## config.mk

```make
export PLATFORM = sky130hd
export DESIGN_NAME = can_bit_timing_sync
export DESIGN_NICKNAME = d
export VERILOG_FILES = /design/src/common/can_bit_timing_pkg.sv /design/src/logic/can_bit_timing_sync.sv
export SDC_FILE = /design/constraint.sdc
export NUM_CORES = 1
export LEC_CHECK = 0
export ABC_CLOCK_PERIOD_IN_PS = 8300
export BUFFER_PORTS_ARGS = -buffer_cell sky130_fd_sc_hd__buf_4
export CORE_MARGIN = 2
export CORE_UTILIZATION = 45
export DETAILED_ROUTE_END_ITERATION = 8
export GPL_ROUTABILITY_DRIVEN = 0
export GPL_TIMING_DRIVEN = 0
export PLACE_DENSITY = 0.66
export SLEW_MARGIN = 25
export SYNTH_ARGS = -nofsm -noshare
export SYNTH_HDL_FRONTEND = slang
export SYNTH_SLANG_ARGS = --single-unit
```

## constraint.sdc

```tcl
create_clock -name sys_clk -period 8.3 [get_ports sys_clk]
set_clock_uncertainty 0.2 [all_clocks]
set_input_delay 0.415 -clock sys_clk [delete_from_list [all_inputs] [get_ports sys_clk]]
set_output_delay 0.415 -clock sys_clk [all_outputs]
set_load 0.01 [all_outputs]
```

## src/common/can_bit_timing_pkg.sv

```systemverilog
// Shared constants, types and register layout for the bit timing block
package can_bit_timing_pkg;

    // ------------------------------------------------------------
    // Register offsets
    // ------------------------------------------------------------
    localparam logic [7:0] ADDR_PRESCALE_JUMP = 8'h2a;
    localparam logic [7:0] ADDR_SEG_A         = 8'h29;
    localparam logic [7:0] ADDR_SEG_B         = 8'h28;

    // ------------------------------------------------------------
    // Reset values
    // ------------------------------------------------------------
    localparam logic [7:0] RST_PRESCALE_JUMP = 8'h00;
    localparam logic [7:0] RST_SEG_A         = 8'h00;
    localparam logic [7:0] RST_SEG_B         = 8'h00;

    // ------------------------------------------------------------
    // Field positions
    // ------------------------------------------------------------
    localparam int JUMP_MSB     = 7;
    localparam int JUMP_LSB     = 6;
    localparam int PRESC_MSB    = 5;
    localparam int PRESC_LSB    = 0;
    localparam int PS2SEL_BIT   = 7;
    localparam int TRIPLE_BIT   = 6;
    localparam int PS1_MSB      = 5;
    localparam int PS1_LSB      = 3;
    localparam int PROP_MSB     = 2;
    localparam int PROP_LSB     = 0;
    localparam int PS2_MSB      = 2;
    localparam int PS2_LSB      = 0;
    // Bits 5..3 of the second segment register are unimplemented
    localparam logic [7:0] SEG_B_MASK = 8'hc7;

    // ------------------------------------------------------------
    // Timing counts in time quanta
    // ------------------------------------------------------------
    localparam logic [3:0] SYNC_SEG_TQ = 4'h1;
    localparam logic [3:0] IPT_TQ      = 4'h2;

    // ------------------------------------------------------------
    // Types
    // ------------------------------------------------------------
    typedef enum logic [3:0] {
        SEG_SYNC = 4'b0001,
        SEG_PROP = 4'b0010,
        SEG_PS1  = 4'b0100,
        SEG_PS2  = 4'b1000
    } seg_state_t;

    typedef struct packed {
        logic [7:0] addr;
        logic [7:0] wdata;
        logic       wr;
        logic       rd;
    } reg_req_t;

    typedef struct packed {
        logic tq_tick;
        logic sample_pulse;
        logic bit_start;
        logic sync_pulse;
    } timing_evt_t;

endpackage

```

## src/logic/can_bit_timing_sync.sv

```systemverilog
// Bit timing, sampling and synchronisation logic of a CAN controller
`timescale 1ns/100ps

// What this block does
// - Phase segment 1 spans 1 to 8 quanta, phase segment 2 spans 1 to 8 (2 to 8 when automatic).
// - Bit value is read at the last moment of phase segment 1.
// - Triple mode takes majority of samples at -1, -0.5 and 0 quanta.
// - Processing time is 2 quanta from sample point; automatic phase 2 base never shorter.
// - Jump width field bits 7..6 give its value plus one quanta.
// - Prescale field bits 5..0 give quantum of 2*(value+1) clocks.
// - Hard sync only on falling edge while idle; restarts at sync segment.
// - No resync in the same bit after a hard sync.
// - Phase error counted in quanta from sync segment, signed by position.
// - Phase error within jump width acts like a hard sync.
// - Large positive error lengthens phase 1 by exactly the jump width.
// - Large negative error shortens phase 2 by exactly the jump width.
// - Only recessive-to-dominant edges drive timing.
// - At most one synchronisation of any kind per bit time.
// - Edge counts only if last sampled bit differs from level after edge.
// - While transmitting, positive phase errors are not resynchronised.
// - Timing registers take writes only in configuration mode.
// - Phase 2 from its field when selected, else max of phase 1 and 2.
// - Prop and phase 1 fields set their segment lengths in quanta.
// - Sync segment opens every bit and lasts one quantum.
// - Bit is sync, prop, phase 1, phase 2 in order, summed.
// - Prop field bits 2..0, phase 1 bits 5..3, each value plus one.
module can_bit_timing_sync #(
    parameter int RX_SYNC_STAGES = 3
) (
    // Clock and reset
    input  wire logic                           sys_clk,
    input  wire logic                           resetn,
    // Register port
    input  wire can_bit_timing_pkg::reg_req_t   reg_req,
    output logic [7:0]                          rd_data,
    // Controller state
    input  wire logic                           config_mode,
    input  wire logic                           bus_idle,
    input  wire logic                           transmitting,
    // Bus line
    input  wire logic                           bus_receive_pin,
    // Timing results
    output can_bit_timing_pkg::timing_evt_t     timing_evt,
    output logic                                sampled_bit
);

    // ------------------------------------------------------------
    // Elaboration checks
    // ------------------------------------------------------------
    if (RX_SYNC_STAGES < 3) begin : g_bad_stages
        $error("RX_SYNC_STAGES must be at least 3");
    end

    // ------------------------------------------------------------
    // Register file
    // ------------------------------------------------------------
    logic [7:0] cfg_pj_r;
    logic [7:0] cfg_pj_nxt;
    logic [7:0] cfg_a_r;
    logic [7:0] cfg_a_nxt;
    logic [7:0] cfg_b_r;
    logic [7:0] cfg_b_nxt;
    logic [7:0] rd_data_nxt;

    always_comb begin
        cfg_pj_nxt  = cfg_pj_r;
        cfg_a_nxt   = cfg_a_r;
        cfg_b_nxt   = cfg_b_r;
        rd_data_nxt = 8'h00;
        if (reg_req.wr && config_mode) begin
            case (reg_req.addr)
                can_bit_timing_pkg::ADDR_PRESCALE_JUMP: cfg_pj_nxt = reg_req.wdata;
                can_bit_timing_pkg::ADDR_SEG_A:         cfg_a_nxt  = reg_req.wdata;
                can_bit_timing_pkg::ADDR_SEG_B:         cfg_b_nxt  = reg_req.wdata & can_bit_timing_pkg::SEG_B_MASK;
                default:                                cfg_pj_nxt = cfg_pj_r;
            endcase
        end
        if (reg_req.rd) begin
            case (reg_req.addr)
                can_bit_timing_pkg::ADDR_PRESCALE_JUMP: rd_data_nxt = cfg_pj_r;
                can_bit_timing_pkg::ADDR_SEG_A:         rd_data_nxt = cfg_a_r;
                can_bit_timing_pkg::ADDR_SEG_B:         rd_data_nxt = cfg_b_r;
                default:                                rd_data_nxt = 8'h00;
            endcase
        end
    end

    always_ff @(posedge sys_clk or negedge resetn) begin
        if (!resetn) begin
            cfg_pj_r <= can_bit_timing_pkg::RST_PRESCALE_JUMP;
            cfg_a_r  <= can_bit_timing_pkg::RST_SEG_A;
            cfg_b_r  <= can_bit_timing_pkg::RST_SEG_B;
            rd_data  <= 8'h00;
        end else begin
            cfg_pj_r <= cfg_pj_nxt;
            cfg_a_r  <= cfg_a_nxt;
            cfg_b_r  <= cfg_b_nxt;
            rd_data  <= rd_data_nxt;
        end
    end

    // ------------------------------------------------------------
    // Field decode
    // ------------------------------------------------------------
    logic [5:0] tq_prescale;
    logic [3:0] sjw_len;
    logic [3:0] prop_len;
    logic [3:0] ps1_len;
    logic [3:0] ps2_field_len;
    logic [3:0] ps2_base;
    logic       triple_sample_sel;
    logic       ps2_length_sel;

    assign tq_prescale       = cfg_pj_r[can_bit_timing_pkg::PRESC_MSB:can_bit_timing_pkg::PRESC_LSB];
    assign triple_sample_sel = cfg_a_r[can_bit_timing_pkg::TRIPLE_BIT];
    assign ps2_length_sel    = cfg_a_r[can_bit_timing_pkg::PS2SEL_BIT];
    // jump width is field plus one
    assign sjw_len = {2'b00, cfg_pj_r[can_bit_timing_pkg::JUMP_MSB:can_bit_timing_pkg::JUMP_LSB]} + 4'h1;
    // segment fields are value plus one
    assign prop_len = {1'b0, cfg_a_r[can_bit_timing_pkg::PROP_MSB:can_bit_timing_pkg::PROP_LSB]} + 4'h1;
    // phase 1 length from its field
    assign ps1_len       = {1'b0, cfg_a_r[can_bit_timing_pkg::PS1_MSB:can_bit_timing_pkg::PS1_LSB]} + 4'h1;
    assign ps2_field_len = {1'b0, cfg_b_r[can_bit_timing_pkg::PS2_MSB:can_bit_timing_pkg::PS2_LSB]} + 4'h1;

    // automatic phase 2 never below processing time
    always_comb begin
        if (ps2_length_sel) begin
            ps2_base = ps2_field_len;
        end else if (ps1_len > can_bit_timing_pkg::IPT_TQ) begin
            ps2_base = ps1_len;
        end else begin
            ps2_base = can_bit_timing_pkg::IPT_TQ;
        end
    end

    // ------------------------------------------------------------
    // Receive pin synchroniser
    // ------------------------------------------------------------
    logic [RX_SYNC_STAGES-1:0] rx_sync_r;
    logic                      rx_lvl_r;
    logic                      rx_lvl_nxt;
    logic                      rx_agree;

    assign rx_agree = rx_sync_r[RX_SYNC_STAGES-1] == rx_sync_r[RX_SYNC_STAGES-2];

    always_comb begin
        rx_lvl_nxt = rx_lvl_r;
        if (rx_agree) begin
            rx_lvl_nxt = rx_sync_r[RX_SYNC_STAGES-1];
        end
    end

    // Bus idles recessive, so the chain resets high
    always_ff @(posedge sys_clk or negedge resetn) begin
        if (!resetn) begin
            rx_sync_r <= '1;
            rx_lvl_r  <= 1'b1;
        end else begin
            rx_sync_r <= {rx_sync_r[RX_SYNC_STAGES-2:0], bus_receive_pin};
            rx_lvl_r  <= rx_lvl_nxt;
        end
    end

    // ------------------------------------------------------------
    // Bit timing state
    // ------------------------------------------------------------
    can_bit_timing_pkg::seg_state_t seg_r;
    can_bit_timing_pkg::seg_state_t seg_nxt;
    logic [6:0] psc_r;
    logic [6:0] psc_nxt;
    logic [3:0] cnt_r;
    logic [3:0] cnt_nxt;
    logic [3:0] ext_r;
    logic [3:0] ext_nxt;
    logic [3:0] shrt_r;
    logic [3:0] shrt_nxt;
    logic       synced_r;
    logic       synced_nxt;
    logic [1:0] hist_r;
    logic [1:0] hist_nxt;
    logic       bit_nxt;
    logic       tq_evt;
    logic       half_evt;
    logic       edge_q;
    logic       maj;
    logic [3:0] ps1_eff;
    logic [3:0] ps2_eff;
    logic [4:0] pos_err;
    logic [3:0] neg_err;
    logic       restart;
    logic       smp_p;
    logic       start_p;
    logic       sync_p;

    // prescale counter feeds quantum tick
    // Compare is >= so a smaller prescale written mid-quantum never runs the counter round
    assign tq_evt   = psc_r >= {tq_prescale, 1'b1};
    assign half_evt = psc_r == {1'b0, tq_prescale};

    // last sampled bit must be recessive
    assign edge_q = rx_agree && !rx_sync_r[RX_SYNC_STAGES-1] && rx_lvl_r && sampled_bit;

    assign maj = (hist_r[0] & hist_r[1]) | (hist_r[0] & rx_lvl_r) | (hist_r[1] & rx_lvl_r);

    // phase 1 lengthened by jump width
    assign ps1_eff = ps1_len + ext_r;
    // phase 2 shortened by jump width
    // clamp guards against a misconfigured jump width
    assign ps2_eff = (ps2_base > shrt_r) ? ps2_base - shrt_r : 4'h1;

    always_comb begin
        pos_err = {1'b0, cnt_r} + 5'h01;
        if (seg_r == can_bit_timing_pkg::SEG_PS1) begin
            pos_err = {1'b0, prop_len} + {1'b0, cnt_r} + 5'h01;
        end
        neg_err = ps2_eff - cnt_r;
    end

    always_comb begin
        seg_nxt    = seg_r;
        cnt_nxt    = cnt_r;
        psc_nxt    = tq_evt ? 7'h00 : psc_r + 7'h01;
        ext_nxt    = ext_r;
        shrt_nxt   = shrt_r;
        synced_nxt = synced_r;
        hist_nxt   = hist_r;
        bit_nxt    = sampled_bit;
        restart    = 1'b0;
        smp_p      = 1'b0;
        start_p    = 1'b0;
        sync_p     = 1'b0;
        if (tq_evt || half_evt) begin
            hist_nxt = {hist_r[0], rx_lvl_r};
        end
        if (tq_evt) begin
            case (seg_r)
                can_bit_timing_pkg::SEG_SYNC: begin
                    if (cnt_r == can_bit_timing_pkg::SYNC_SEG_TQ - 4'h1) begin
                        seg_nxt = can_bit_timing_pkg::SEG_PROP;
                        cnt_nxt = 4'h0;
                    end else begin
                        cnt_nxt = cnt_r + 4'h1;
                    end
                end
                can_bit_timing_pkg::SEG_PROP: begin
                    if (cnt_r == prop_len - 4'h1) begin
                        seg_nxt = can_bit_timing_pkg::SEG_PS1;
                        cnt_nxt = 4'h0;
                    end else begin
                        cnt_nxt = cnt_r + 4'h1;
                    end
                end
                can_bit_timing_pkg::SEG_PS1: begin
                    // sample at end of phase 1
                    if (cnt_r == ps1_eff - 4'h1) begin
                        seg_nxt = can_bit_timing_pkg::SEG_PS2;
                        cnt_nxt = 4'h0;
                        smp_p   = 1'b1;
                        bit_nxt = triple_sample_sel ? maj : rx_lvl_r;
                    end else begin
                        cnt_nxt = cnt_r + 4'h1;
                    end
                end
                can_bit_timing_pkg::SEG_PS2: begin
                    if (cnt_r == ps2_eff - 4'h1) begin
                        seg_nxt    = can_bit_timing_pkg::SEG_SYNC;
                        cnt_nxt    = 4'h0;
                        start_p    = 1'b1;
                        synced_nxt = 1'b0;
                        ext_nxt    = 4'h0;
                        shrt_nxt   = 4'h0;
                    end else begin
                        cnt_nxt = cnt_r + 4'h1;
                    end
                end
                default: begin
                    seg_nxt = can_bit_timing_pkg::SEG_SYNC;
                    cnt_nxt = 4'h0;
                end
            endcase
        end
        if (edge_q && !synced_r) begin
            if (bus_idle) begin
                restart = 1'b1;
            end else begin
                case (seg_r)
                    can_bit_timing_pkg::SEG_PROP, can_bit_timing_pkg::SEG_PS1: begin
                        if (!transmitting) begin
                            synced_nxt = 1'b1;
                            // small error acts as hard sync
                            if (pos_err <= {1'b0, sjw_len}) begin
                                restart = 1'b1;
                            end else begin
                                ext_nxt = sjw_len;
                            end
                        end
                    end
                    can_bit_timing_pkg::SEG_PS2: begin
                        synced_nxt = 1'b1;
                        if (neg_err <= sjw_len) begin
                            restart = 1'b1;
                        end else begin
                            shrt_nxt = sjw_len;
                        end
                    end
                    default: begin
                        // Edge inside sync segment: zero error
                        synced_nxt = 1'b1;
                    end
                endcase
            end
        end
        if (restart) begin
            seg_nxt    = can_bit_timing_pkg::SEG_SYNC;
            cnt_nxt    = 4'h0;
            psc_nxt    = 7'h00;
            ext_nxt    = 4'h0;
            shrt_nxt   = 4'h0;
            synced_nxt = 1'b1;
            sync_p     = 1'b1;
            start_p    = 1'b0;
        end
    end

    always_ff @(posedge sys_clk or negedge resetn) begin
        if (!resetn) begin
            seg_r       <= can_bit_timing_pkg::SEG_SYNC;
            psc_r       <= 7'h00;
            cnt_r       <= 4'h0;
            ext_r       <= 4'h0;
            shrt_r      <= 4'h0;
            synced_r    <= 1'b0;
            hist_r      <= 2'b11;
            sampled_bit <= 1'b1;
            timing_evt  <= '0;
        end else begin
            seg_r       <= seg_nxt;
            psc_r       <= psc_nxt;
            cnt_r       <= cnt_nxt;
            ext_r       <= ext_nxt;
            shrt_r      <= shrt_nxt;
            synced_r    <= synced_nxt;
            hist_r      <= hist_nxt;
            sampled_bit <= bit_nxt;
            timing_evt  <= '{tq_tick: tq_evt, sample_pulse: smp_p, bit_start: start_p | sync_p, sync_pulse: sync_p};
        end
    end

    // ------------------------------------------------------------
    // Checks
    // ------------------------------------------------------------
    chk_tq_period: assert property (@(posedge sys_clk) disable iff (!resetn)
        (psc_r == 7'h00 && !restart) |-> ##1 (psc_r == 7'h01 || tq_prescale == 6'h00))
        else $error("Prescale counter did not advance");

    chk_sync_one_tq: assert property (@(posedge sys_clk) disable iff (!resetn)
        (seg_r == can_bit_timing_pkg::SEG_SYNC && tq_evt && !restart) |=> seg_r == can_bit_timing_pkg::SEG_PROP)
        else $error("Sync segment longer than one quantum");

    chk_sample_at_ps1: assert property (@(posedge sys_clk) disable iff (!resetn)
        smp_p |-> (seg_r == can_bit_timing_pkg::SEG_PS1 && tq_evt && cnt_r == ps1_eff - 4'h1))
        else $error("Sample not at end of phase 1");

    chk_triple_vote: assert property (@(posedge sys_clk) disable iff (!resetn)
        (smp_p && triple_sample_sel) |=> sampled_bit == $past(maj) && timing_evt.sample_pulse)
        else $error("Triple sample majority wrong");

    chk_single_read: assert property (@(posedge sys_clk) disable iff (!resetn)
        (smp_p && !triple_sample_sel) |=> sampled_bit == $past(rx_lvl_r))
        else $error("Single sample value wrong");

    chk_hard_sync: assert property (@(posedge sys_clk) disable iff (!resetn)
        (edge_q && bus_idle && !synced_r) |=> (seg_r == can_bit_timing_pkg::SEG_SYNC && cnt_r == 4'h0
            && psc_r == 7'h00 && timing_evt.sync_pulse))
        else $error("Hard sync did not restart bit");

    chk_one_sync: assert property (@(posedge sys_clk) disable iff (!resetn)
        (synced_r && !start_p) |-> !sync_p && ext_nxt == ext_r && shrt_nxt == shrt_r)
        else $error("Second synchronisation in one bit");

    chk_cfg_locked: assert property (@(posedge sys_clk) disable iff (!resetn)
        (reg_req.wr && !config_mode) |=> ($stable(cfg_pj_r) && $stable(cfg_a_r) && $stable(cfg_b_r)))
        else $error("Timing register changed outside config mode");

    chk_tx_no_pos: assert property (@(posedge sys_clk) disable iff (!resetn)
        (edge_q && transmitting && !bus_idle && (seg_r == can_bit_timing_pkg::SEG_PROP
            || seg_r == can_bit_timing_pkg::SEG_PS1)) |-> (!sync_p && ext_nxt == ext_r))
        else $error("Transmitter resynchronised on positive error");

    chk_jump_exact: assert property (@(posedge sys_clk) disable iff (!resetn)
        $rose(ext_r != 4'h0) |-> ext_r == sjw_len ##1 ext_r == sjw_len || timing_evt.bit_start)
        else $error("Phase 1 extension not equal to jump width");

    chk_ps2_floor: assert property (@(posedge sys_clk) disable iff (!resetn)
        (!ps2_length_sel && shrt_r == 4'h0 && seg_r == can_bit_timing_pkg::SEG_PS2 && tq_evt
            && cnt_r == ps2_eff - 4'h1)
        |-> (cnt_r >= can_bit_timing_pkg::IPT_TQ - 4'h1 && cnt_r >= ps1_len - 4'h1))
        else $error("Automatic phase 2 below processing time");

endmodule

```

==> metrics.md, run 1 <==
| Metric | Value |
|---|---|
| Total GRT Usage | `20.1%` |
| Initial antenna violation count | `0` |
| IO buf count | `34` |
| Drt pass-1 iters | `5` |
| CP Launch Type | `register` |
| EDFF count, synth | `0` |
| Post-Route WL | `9.72 mm` |
| Starting Density | `46.4%` |
| R2R Path End | `cnt_r[3]` |
| FF+latch count, synth | `64` |
| Fin area | `0.00496 mm^2` |
| Comb pwr share | `27.7%` |
| Synth warnings | `0` |
| CTS Buf Count | `9` |
| Switching Share | `between 30 and 40%` |
| Tot Pwr | `0.000973 W` |
| Max transition margin | `37.6%` |
| CTS tree | `built` |
| Number of routed nets with antenna violations | `0` |
| Clk buf depth | `2` |
| Setup crit end kind | `register` |
| Fmax | `about 190 MHz` |
| Fin util | `53.6%` |
| Vias in the first global route | `3316` |
| Clock Root Buffer | `clkbuf_8` |
| Final Hold Viols | `0` |
| CP Class | `register to register` |
| Register area share after synthesis | `between 30% and 40%` |
| Drt drc | `0` |
| First-pass GRT wire length | `16.1 mm` |
| Total gr overflow | `0` |
| Commonest non-fill, non-tap cell in the layout | `dfrtp_1` |
| Sequential share of power | `around two fifths` |
| Worst-Margin Slew | `0.923 ns` |
| Period utilization | `64.7%` |
| Worst hold path type | `primary input to register` |
| P_int | `0.000644 W` |
| Row count | `35` |
| PwrDens | `196 mW/mm^2` |
| Max-Cap Viols | `0` |
| Post-DP Area | `between 0.004 and 0.005 mm^2` |
| FFs w/ async S/R, synth | `100%` |
| Worst path required time | `8.32 ns` |
| Nets | `561` |
| Mapped Area | `0.00429 mm^2` |
| Most frequent cells in the layout | `56 x dfrtp_1, 37 x inv_1, 36 x ha_1` |
| Unrepaired setup endpoints after global routing | `false` |
| Core area | `0.00924 mm^2` |
| HP Start | `reg_req[5]` |
| Clk pwr share | `31.7%` |
| Dpl hpwl | `about 7.5 mm` |
| Data arrival, critical path | `5.39 ns` |
| Final number of setup-violating endpoints | `0` |
| Reg clk slew, reported paths | `about 0.080 ns` |
| Pin count of the biggest net entering global routing | `65` |
| CTS sink cnt | `64` |
| R2R cell count | `20` |
| VDD IR max | `0.193 mV` |
| Wire per inst | `roughly 15 um` |
| P&R area growth vs syn | `15.5%` |
| R2R Setup Slk | `between 2 and 3 ns` |
| Leak Pwr | `2.31 nW` |
| Die span in x | `102 um` |
| Worst Path Max Fanout | `9` |
| Vias | `3422` |
| Setup TNS | `0 ns` |
| Slew Viols, Final | `0` |
| Htree depth | `3` |
| Worst-Skew Late Latency | `approximately 0.35 ns` |
| Net Switching | `0.000329 W` |
| RR Startpoint | `cfg_a_r[3]` |
| Hold_ws | `0.0850 ns` |
| Ant diodes | `0` |
| Chip height | `102 um` |
| Syn Nets | `514` |
| Synth unique cells | `just over 60` |
| Hold path endpoint | `cfg_pj_r[3]` |
| Post-Syn Instances | `450` |
| Tmin final | `5.37 ns` |
| Iter 0 DRT Violations | `174` |
| Worst Hold Depth | `3` |
| Mean Syn Cell Area | `9.54 um^2` |
| Vias per cell | `5.42` |
| DIE AREA | `0.0103 mm^2` |
| Status | `finished clean` |
| Top FF cell, synth | `dfrtp_1` |
| Share of cells above drive strength 1 | `17.9%` |
| IO Pins | `37` |
[worst max-delay path by stage]
stage	end	slack (ns)	cells after the start	from
global route	seg_r[1]	2.52	20	cfg_a_r[3]
global placement	seg_r[2]	3.11	20	cfg_a_r[3]
floorplan	shrt_r[1]	3.77	19	cfg_a_r[3]
detailed placement	cnt_r[3]	2.95	20	cfg_a_r[3]
CTS	cnt_r[3]	2.91	20	cfg_a_r[3]
finish	cnt_r[3]	2.93	20	cfg_a_r[3]
[Yosys cell counts (12+ instances only)]
cell type  instances  share of area, %
a21oi_1           19               2.2
dfrtp_1           56                33
ha_1              36                10
inv_1             37               3.2
mux2_2            17               4.5
nand2_1           30               2.6
nand3_1           17               2.0
nor2_1            35               3.1
nor3_1            15               1.7
o21ai_0           26               3.0
xnor2_1           18               3.7
xor2_1            12               2.4
[per-layer routing]
metal / vias to the layer above / routed length [um] / GRT usage (%) / share of wire (%)
li1: 1696 / - / - / -
met1: 1626 / 4510 / 27.8 / 46
met2: 84 / 4570 / 32.1 / 47
met3: 16 / 455 / 3.31 / 4.7
met4: 0 / 183 / 7.07 / 1.9
met5: - / 0 / 0 / 0
[worst max-delay path, stage by stage (launching register included)]
cell and delay, ns:
dfrtp_1 0.48, ha_1 0.34, nor2_1 0.04, o21ai_0 0.30, inv_1 0.11, fa_1 0.45
nand2b_1 0.17, a211oi_2 0.38, and2_1 0.23, ha_1 0.19, inv_1 0.06, fa_1 0.37
xor2_1 0.17, ha_1 0.31, nand3_1 0.07, o21ai_0 0.16, o2111ai_1 0.22, mux2i_1 0.14
a21oi_4 0.29, inv_2 0.18, nor4_1 0.38
[power groups by stage]
stage          Sequential [W]  Clock (W)  Combinational (W)
3_5_place_dp         0.000400          0           0.000268
4_1_cts              0.000394   0.000314           0.000271
5_1_grt              0.000400   0.000325           0.000307
3_3_place_gp         0.000397          0           0.000258
2_1_floorplan        0.000387          0           0.000205
6_report             0.000395   0.000309           0.000269
[state kept, by name, summed over array words and instances (netlist names), 2 cells and up]
name / cells
rx_sync_r: 3
rd_data: 8
cfg_a_r: 8
timing_evt: 4
cfg_pj_r: 8
shrt_r: 4
seg_r: 4
psc_r: 7
ext_r: 4
cnt_r: 4
hist_r: 2
cfg_b_r: 5
[kinds of logic (layout without fill, tap and decap cells)]
group,count (synthesis),after routing,synth area share (%)
compound gates,83,83,12.5
fa+ha+maj,40,40,12.4
buf+inv,53,105,4.96
flops,64,64,37.6
xor+xnor,32,32,7.20
simple gates,150,150,18.4
mux,28,28,7.03
[stage by stage]
stage | std cells | setup WS, ns
6_report | 631 | 2.93
5_1_grt | 631 | 2.52
4_1_cts | 631 | 2.91
3_5_place_dp | 613 | 2.95
3_3_place_gp | 613 | 3.11
2_1_floorplan | 450 | 3.77
[final cells by class]
class / count / area (um^2)
plain buffers: 15 / 70.1
fillers: 815 / 4280
multi-input cells: 333 / 2470
repair buffers: 36 / 275
inverters: 38 / 143
clock buffers: 9 / 124
flip-flops and latches: 64 / 1610
clock inverters: 7 / 105
well taps: 129 / 161
[repair_timing]
action,in CTS,in global routing
hold buffers,2,0
endpoints found under the hold margin,57,0
setup buffers,0,0
gates resized for setup,0,0
Power figures use the tool's default switching activity.
==> run 2, diff against run 1 <==
--- a/config.mk
+++ b/config.mk
@@ -5,14 +5,14 @@
 export SDC_FILE = /design/constraint.sdc
 export NUM_CORES = 1
 export LEC_CHECK = 0
-export ABC_CLOCK_PERIOD_IN_PS = 8300
+export ABC_CLOCK_PERIOD_IN_PS = 4500
 export BUFFER_PORTS_ARGS = -buffer_cell sky130_fd_sc_hd__buf_4
 export CORE_MARGIN = 2
 export CORE_UTILIZATION = 45
 export DETAILED_ROUTE_END_ITERATION = 8
 export GPL_ROUTABILITY_DRIVEN = 0
 export GPL_TIMING_DRIVEN = 0
-export PLACE_DENSITY = 0.66
+export PLACE_DENSITY = 0.68
 export SLEW_MARGIN = 25
 export SYNTH_ARGS = -nofsm -noshare
 export SYNTH_HDL_FRONTEND = slang
==> constraint.sdc (replaced) <==
create_clock -name sys_clk -period 4.5 [get_ports sys_clk]
set_clock_uncertainty 0.2 [all_clocks]
set_input_delay 0.225 -clock sys_clk [delete_from_list [all_inputs] [get_ports sys_clk]]
set_output_delay 0.225 -clock sys_clk [all_outputs]
set_load 0.01 [all_outputs]
==> run 2 against run 1 <==
Effect of this change: non-clock buffer count up 19; flip-flop and latch count unchanged; via count rose by 5.6%; sequential power increased by 85%; global-route usage grew 0.75 points; cell count increased by 3.0%; highest routed layer unchanged.
==> metrics.md, run 2 (same netlist as run 1, synthesis figures left out) <==
| Metric | Value |
|---|---|
| Fmax | `225 MHz (was 186 MHz)` |
| Drt pass-1 iters | `5 (unchanged)` |
| Worst hold path type | `primary input to register (unchanged)` |
| P&R area growth vs syn | `24.8% (was 15.5%)` |
| CTS Buf Count | `9 (unchanged)` |
| Max-Cap Viols | `0 (unchanged)` |
| Worst-Skew Late Latency | `0.34 ns (was 0.35 ns)` |
| Pin count of the biggest net entering global routing | `65 (unchanged)` |
| Top cell by count, worst path | `ha_4 (was ha_1)` |
| Worst Path Max Fanout | `5 (was 9)` |
| Post-Route WL | `10.4 mm (was 9.72 mm)` |
| DP Worst Slack | `-0.790 ns (was 2.95 ns)` |
| Total gr overflow | `0 (unchanged)` |
| Iter 0 DRT Violations | `138 (was 174)` |
| CP max stage cell | `fa_2 (was dfrtp_1)` |
| Wire per inst | `16.0 um (was 15.4 um)` |
| Setup TNS | `0 ns (unchanged)` |
| Dpl hpwl | `7.48 mm (was 7.45 mm)` |
| Status | `finished clean (unchanged)` |
| VDD IR max | `0.294 mV (was 0.193 mV)` |
| Vias per cell | `5.56 (was 5.42)` |
| Ant diodes | `0 (unchanged)` |
| Htree depth | `3 (unchanged)` |
| Total GRT Usage | `20.9% (was 20.1%)` |
| Commonest non-fill, non-tap cell in the layout | `dfrtp_1 (unchanged)` |
| Nets | `580 (was 561)` |
| Crit-path max cell delay | `0.55 ns (was 0.48 ns)` |
| R2R cell count | `19 (was 20)` |
| Slew Viols, Final | `0 (unchanged)` |
| Worst Hold Depth | `3 (unchanged)` |
| CP cell instances | `ha_4 -> nor2_4 -> o21ai_4 -> inv_2 -> fa_2 -> nand2b_4 -> a211oi_4 -> and2_4 -> ha_4 -> inv_2 -> fa_2 -> ha_4 -> a211oi_4 -> o2111ai_1 -> mux2i_1 -> a21oi_4 -> buf_6 -> and2_4 -> a31o_1 (was ha_1 -> nor2_1 -> o21ai_0 -> inv_1 -> fa_1 -> nand2b_1 -> a211oi_2 -> and2_1 -> ha_1 -> inv_1 -> fa_1 -> xor2_1 -> ha_1 -> nand3_1 -> o21ai_0 -> o2111ai_1 -> mux2i_1 -> a21oi_4 -> inv_2 -> nor4_1)` |
| Final number of setup-violating endpoints | `0 (unchanged)` |
| First-pass GRT wire length | `16.6 mm (was 16.1 mm)` |
| Final Hold Viols | `0 (unchanged)` |
| R2R Setup Slk | `0.06 ns (was 2.93 ns)` |
| DIE AREA | `0.0103 mm^2 (unchanged)` |
| Row count | `35 (unchanged)` |
| IO Pins | `37 (unchanged)` |
| Most frequent cells in the layout | `54 x dfrtp_1, 42 x buf_4, 35 x inv_1 (was 56 x dfrtp_1, 37 x inv_1, 36 x ha_1)` |
| Number of routed nets with antenna violations | `0 (unchanged)` |
| CP Class | `register to register (unchanged)` |
| Data arrival, critical path | `4.47 ns (was 5.39 ns)` |
| Starting Density | `46.4% (unchanged)` |
| CTS tree | `built (unchanged)` |
| Hold_ws | `0.0298 ns (was 0.0850 ns)` |
| Initial antenna violation count | `0 (unchanged)` |
| Setup crit end kind | `register (unchanged)` |
| Clock Root Buffer | `clkbuf_8 (unchanged)` |
| Unrepaired setup endpoints after global routing | `true (was false)` |
| Core area | `0.00924 mm^2 (unchanged)` |
| Reg clk slew, reported paths | `0.08 ns (about the same)` |
| Vias | `3614 (was 3422)` |
| Worst-Margin Slew | `0.947 ns (was 0.923 ns)` |
| Tmin final | `4.44 ns (was 5.37 ns)` |
| Vias in the first global route | `3475 (was 3316)` |
| Clk buf depth | `2 (unchanged)` |
| Drt drc | `0 (unchanged)` |
| Max transition margin | `36.0% (was 37.6%)` |
| Leak Pwr | `2.45 nW (was 2.31 nW)` |
| Die span in x | `102 um (unchanged)` |
| Share of cells above drive strength 1 | `25.1% (was 17.9%)` |
| IO buf count | `34 (unchanged)` |
| Chip height | `102 um (unchanged)` |
| Worst path required time | `4.53 ns (was 8.32 ns)` |
| PwrDens | `364 mW/mm^2 (was 196 mW/mm^2)` |
| Period utilization | `98.6% (was 64.7%)` |
| Biggest regs | `cfg_a_r: 8 flops, cfg_pj_r: 8 flops, rd_data: 8 flops (unchanged)` |
| Final Worst Setup Slack | `0.0649 ns (was 2.93 ns)` |
| CP Launch Type | `register (unchanged)` |
| CTS sink cnt | `64 (unchanged)` |
run 2: changes by cell type in the layout (fill, tap and decap cells not counted), sizes merged:
cell	before	now
buf	39	51
bufinv	2	3
clkbuf	19	18
clkinv	3	1
clkinvlp	1	0
dlygate4sd3	2	10
inv	39	41
run 2: final cells by class:
class / instances / area (um^2)
fill: 805 / 3890
multi-input combinational: 333 / 2660
sequential: 64 / 1610
timing repair buffer: 55 / 453
tap: 129 / 161
inverter: 38 / 145
clock inverter: 7 / 125
clock buffer: 9 / 124
buffer: 15 / 72.6
run 2: worst paths after layout:
path,start,endpoint
setup / recovery,cfg_a_r[4],shrt_r[1]
hold reg to reg,rx_sync_r[0],rx_sync_r[1]
max in group asynchronous,resetn,cfg_a_r[3]
setup reg to reg,cfg_a_r[4],shrt_r[1]
min in group asynchronous,resetn,seg_r[1]
hold / removal,transmitting,synced_r
run 2: per-stage QoR:
| step | instances | util, % | area (um^2) | total power [W] |
|---|---|---|---|---|
| 6_report | 650 | 57.9 | 5350 | 0.00195 |
| 5_1_grt | 650 | 57.9 | 5350 | 0.00205 |
| 4_1_cts | 649 | 57.0 | 5270 | 0.00193 |
| 3_5_place_dp | 613 | 51.0 | 4710 | 0.00124 |
| 3_3_place_gp | 613 | 51.0 | 4710 | 0.00121 |
| 2_1_floorplan | 450 | - | 4300 | 0.00110 |
run 2: repair_timing:
action | 4_1_cts | 5_1_grt
hold buffers | 10 | 0
endpoints found under the hold margin | 78 | 0
buffers inserted | 10 | 1
pin swaps | 11 | 16
endpoints found under the setup margin | 26 | 26
resized for setup | 28 | 19
run 2: layer usage:
layer  vias up  global-route usage (%)  wire length, um
li1       1730                       -                -
met1      1766                    26.7             4600
met2       101                    35.7             5190
met3        17                    3.66              464
met4         0                    7.07              155
met5         -                       0                0
run 2: worst max-delay path, delay by kind of cell, from the launching register on:
family	cells	cell delay (ns)
AOI/OAI and AO/OA	6	1.07
adders and majority gates	5	1.55
buffers and inverters	3	0.23
DFF	1	0.46
muxes	1	0.27
and+or+nand+nor	4	0.54
run 2: power by group:
part           internal [W]  switching, W  total [W]
sequential         0.000641     0.0000892   0.000730
clock              0.000375      0.000244   0.000618
combinational      0.000288      0.000310   0.000599
==> run 3, diff against run 2 <==
--- a/config.mk
+++ b/config.mk
@@ -8,11 +8,12 @@
 export ABC_CLOCK_PERIOD_IN_PS = 4500
 export BUFFER_PORTS_ARGS = -buffer_cell sky130_fd_sc_hd__buf_4
 export CORE_MARGIN = 2
-export CORE_UTILIZATION = 45
+export CORE_UTILIZATION = 40
 export DETAILED_ROUTE_END_ITERATION = 8
 export GPL_ROUTABILITY_DRIVEN = 0
 export GPL_TIMING_DRIVEN = 0
-export PLACE_DENSITY = 0.68
+export MAX_ROUTING_LAYER = met4
+export PLACE_DENSITY = 0.62
 export SLEW_MARGIN = 25
 export SYNTH_ARGS = -nofsm -noshare
 export SYNTH_HDL_FRONTEND = slang
==> run 3 against run 2 <==
Effect of this change: the flow now finishes with violations (negative setup slack); core utilization down 6.1 points; flip-flop and latch count unchanged; first-iteration DRC count increased by 43%; via count decreased by 2.2%; register-to-register slack lost 0.098 ns; critical endpoint unchanged; largest power group unchanged.
==> metrics.md, run 3 (same netlist as run 1, synthesis figures left out) <==
| Metric | Value |
|---|---|
| VDD IR max | `0.263 mV (was 0.294 mV)` |
| Final Worst Setup Slack | `-0.0333 ns (was 0.0649 ns)` |
| Biggest regs | `cfg_a_r: 8 flops, cfg_pj_r: 8 flops, rd_data: 8 flops (unchanged)` |
| Drt drc | `0 (unchanged)` |
| Wire per inst | `16.4 um (was 16.0 um)` |
| First-pass GRT wire length | `17.4 mm (was 16.6 mm)` |
| IO Pins | `37 (unchanged)` |
| IO buf count | `34 (unchanged)` |
| Status | `finished with violations (was finished clean)` |
| Crit path buffers/inverters | `3 (unchanged)` |
| Clock Root Buffer | `clkbuf_8 (unchanged)` |
| CTS sink cnt | `64 (unchanged)` |
| Htree depth | `3 (unchanged)` |
| Worst-Margin Slew | `0.801 ns (was 0.947 ns)` |
| CTS Buf Count | `9 (unchanged)` |
| CP max stage cell | `dfrtp_2 (was fa_2)` |
| Hold_ws | `0.0151 ns (was 0.0298 ns)` |
| Slew Viols, Final | `0 (unchanged)` |
| DP Worst Slack | `-0.786 ns (was -0.790 ns)` |
| Nets | `581 (was 580)` |
| Period utilization | `101% (was 98.6%)` |
| Total gr overflow | `0 (unchanged)` |
| Iter 0 DRT Violations | `198 (was 138)` |
| Max transition margin | `46.5% (was 36.0%)` |
| Fmax | `221 MHz (was 225 MHz)` |
| Violated checks | `negative setup slack` |
| Dpl hpwl | `7.69 mm (was 7.48 mm)` |
| Multi-input combinational cell area | `0.00269 mm^2 (was 0.00266 mm^2)` |
| Vias per cell | `5.37 (was 5.56)` |
| Initial antenna violation count | `0 (unchanged)` |
| Ant diodes | `0 (unchanged)` |
| Post-Layout Cell Count | `658 (was 650)` |
| Pin count of the biggest net entering global routing | `65 (unchanged)` |
| Commonest non-fill, non-tap cell in the layout | `dfrtp_1 (unchanged)` |
| Tmin final | `4.53 ns (was 4.44 ns)` |
| Final number of setup-violating endpoints | `1 (was 0)` |
| Total GRT Usage | `20.0% (was 20.9%)` |
| PwrDens | `357 mW/mm^2 (was 364 mW/mm^2)` |
| Die span in x | `108 um (was 102 um)` |
| Most frequent cells in the layout | `54 x dfrtp_1, 42 x buf_4, 35 x inv_1 (unchanged)` |
| Drt pass-1 iters | `5 (unchanged)` |
| Data arrival, critical path | `4.57 ns (was 4.47 ns)` |
| CP cell instances | `ha_4 -> nor2_2 -> o21ai_2 -> inv_2 -> fa_2 -> nand2b_4 -> a211oi_4 -> and2_4 -> ha_4 -> inv_2 -> fa_2 -> xor2_2 -> ha_1 -> nand3_2 -> o21ai_4 -> buf_6 -> o211ai_1 -> mux2i_1 -> nand3b_1 -> a31o_1 (was ha_4 -> nor2_4 -> o21ai_4 -> inv_2 -> fa_2 -> nand2b_4 -> a211oi_4 -> and2_4 -> ha_4 -> inv_2 -> fa_2 -> ha_4 -> a211oi_4 -> o2111ai_1 -> mux2i_1 -> a21oi_4 -> buf_6 -> and2_4 -> a31o_1)` |
| Starting Density | `41.4% (was 46.4%)` |
| CP Class | `register to register (unchanged)` |
| CP Launch Type | `register (unchanged)` |
| Sequential Area | `0.00161 mm^2 (unchanged)` |
| Crit-path max cell delay | `0.46 ns (was 0.55 ns)` |
| Vias in the first global route | `3566 (was 3475)` |
| Unrepaired setup endpoints after global routing | `true (unchanged)` |
| Post-Route WL | `10.8 mm (was 10.4 mm)` |
| Worst Path Max Fanout | `7 (was 5)` |
| Max-Cap Viols | `0 (unchanged)` |
| Setup TNS | `-0.0333 ns (was 0 ns)` |
| Setup crit end kind | `register (unchanged)` |
| Reg clk slew, reported paths | `0.08 ns (about the same)` |
| Clk buf depth | `2 (unchanged)` |
| CTS tree | `built (unchanged)` |
| Fin util | `51.8% (was 57.9%)` |
| Row count | `37 (was 35)` |
| Final Hold Viols | `0 (unchanged)` |
| Filler Cell Count | `972 (was 805)` |
| Cell family with most CP delay | `adder cells (unchanged)` |
| Vias | `3534 (was 3614)` |
| Chip height | `108 um (was 102 um)` |
| Share of cells above drive strength 1 | `26.4% (was 25.1%)` |
| Number of routed nets with antenna violations | `0 (unchanged)` |
| Worst-Skew Late Latency | `0.34 ns (about the same)` |
| Worst hold path type | `primary input to register (unchanged)` |
| Post-Place Cells | `620 (was 613)` |
| Leak Pwr | `2.45 nW (about the same)` |
| P&R area growth vs syn | `25.3% (was 24.8%)` |
| Worst path required time | `4.53 ns (about the same)` |
| Core area | `0.0104 mm^2 (was 0.00924 mm^2)` |
| DIE AREA | `0.0116 mm^2 (was 0.0103 mm^2)` |
[run 3: final timing paths]
check,start,end,slack [ns],depth (start not counted)
hold reg to reg,rx_sync_r[0],rx_sync_r[1],0.16,0
hold / removal,transmitting,synced_r,0.02,3
min in group asynchronous,resetn,psc_r[6],0.31,2
setup reg to reg,cfg_a_r[4],shrt_r[1],-0.03,20
setup / recovery,cfg_a_r[4],shrt_r[1],-0.03,20
max in group asynchronous,resetn,cfg_a_r[3],3.22,2
[run 3: metal layers]
layer	GRT usage [%]	routed length [um]	vias up	part of all wire, %
met3	3.51	548	16	5.1
met2	32.4	5210	88	48
li1	-	-	1725	-
met5	-	0	-	0
met4	7.14	246	0	2.3
met1	25.2	4790	1705	44
[run 3: worst register-to-register path, stage by stage, from the launching register on]
cell	delay, ns
dfrtp_2	0.46
ha_4	0.29
nor2_2	0.03
o21ai_2	0.16
inv_2	0.06
fa_2	0.36
nand2b_4	0.16
a211oi_4	0.22
and2_4	0.19
ha_4	0.13
inv_2	0.04
fa_2	0.36
xor2_2	0.15
ha_1	0.35
nand3_2	0.11
o21ai_4	0.08
buf_6	0.12
o211ai_1	0.18
mux2i_1	0.10
nand3b_1	0.34
a31o_1	0.32
[run 3: timing repair]
| item | 4_1_cts | 5_1_grt |
|---|---|---|
| cloned | 0 | 0 |
| gates resized for setup | 28 | 24 |
| pin swaps | 11 | 15 |
| setup buffers | 12 | 0 |
| endpoints found under the hold margin | 78 | 0 |
| hold buffers | 10 | 0 |
| endpoints found under the setup margin | 26 | 26 |
[run 3: final cells by class]
| cell class | count | share of cell area (%) |
|---|---|---|
| buffer | 15 | 1.35 |
| clock buffer | 9 | 2.30 |
| clock inverter | 7 | 1.91 |
| inverter | 38 | 2.70 |
| multi-input combinational | 333 | 50.0 |
| sequential | 64 | 30.0 |
| tap | 136 | 3.16 |
| timing repair buffer | 56 | 8.56 |
[run 3: per-stage QoR]
step                      cell area (um^2)  power (W)
after floorplan                       4300    0.00110
after global placement                4720    0.00121
after detailed placement              4720    0.00124
after CTS                             5270    0.00188
after global routing                  5380    0.00204
final                                 5380    0.00192
[run 3: power breakdown]
part	total (W)	switching [W]	leakage (nW)	internal, W
Clock	0.000560	0.000241	0.116	0.000318
Sequential	0.000734	0.0000932	0.809	0.000641
Combinational	0.000628	0.000321	1.52	0.000307
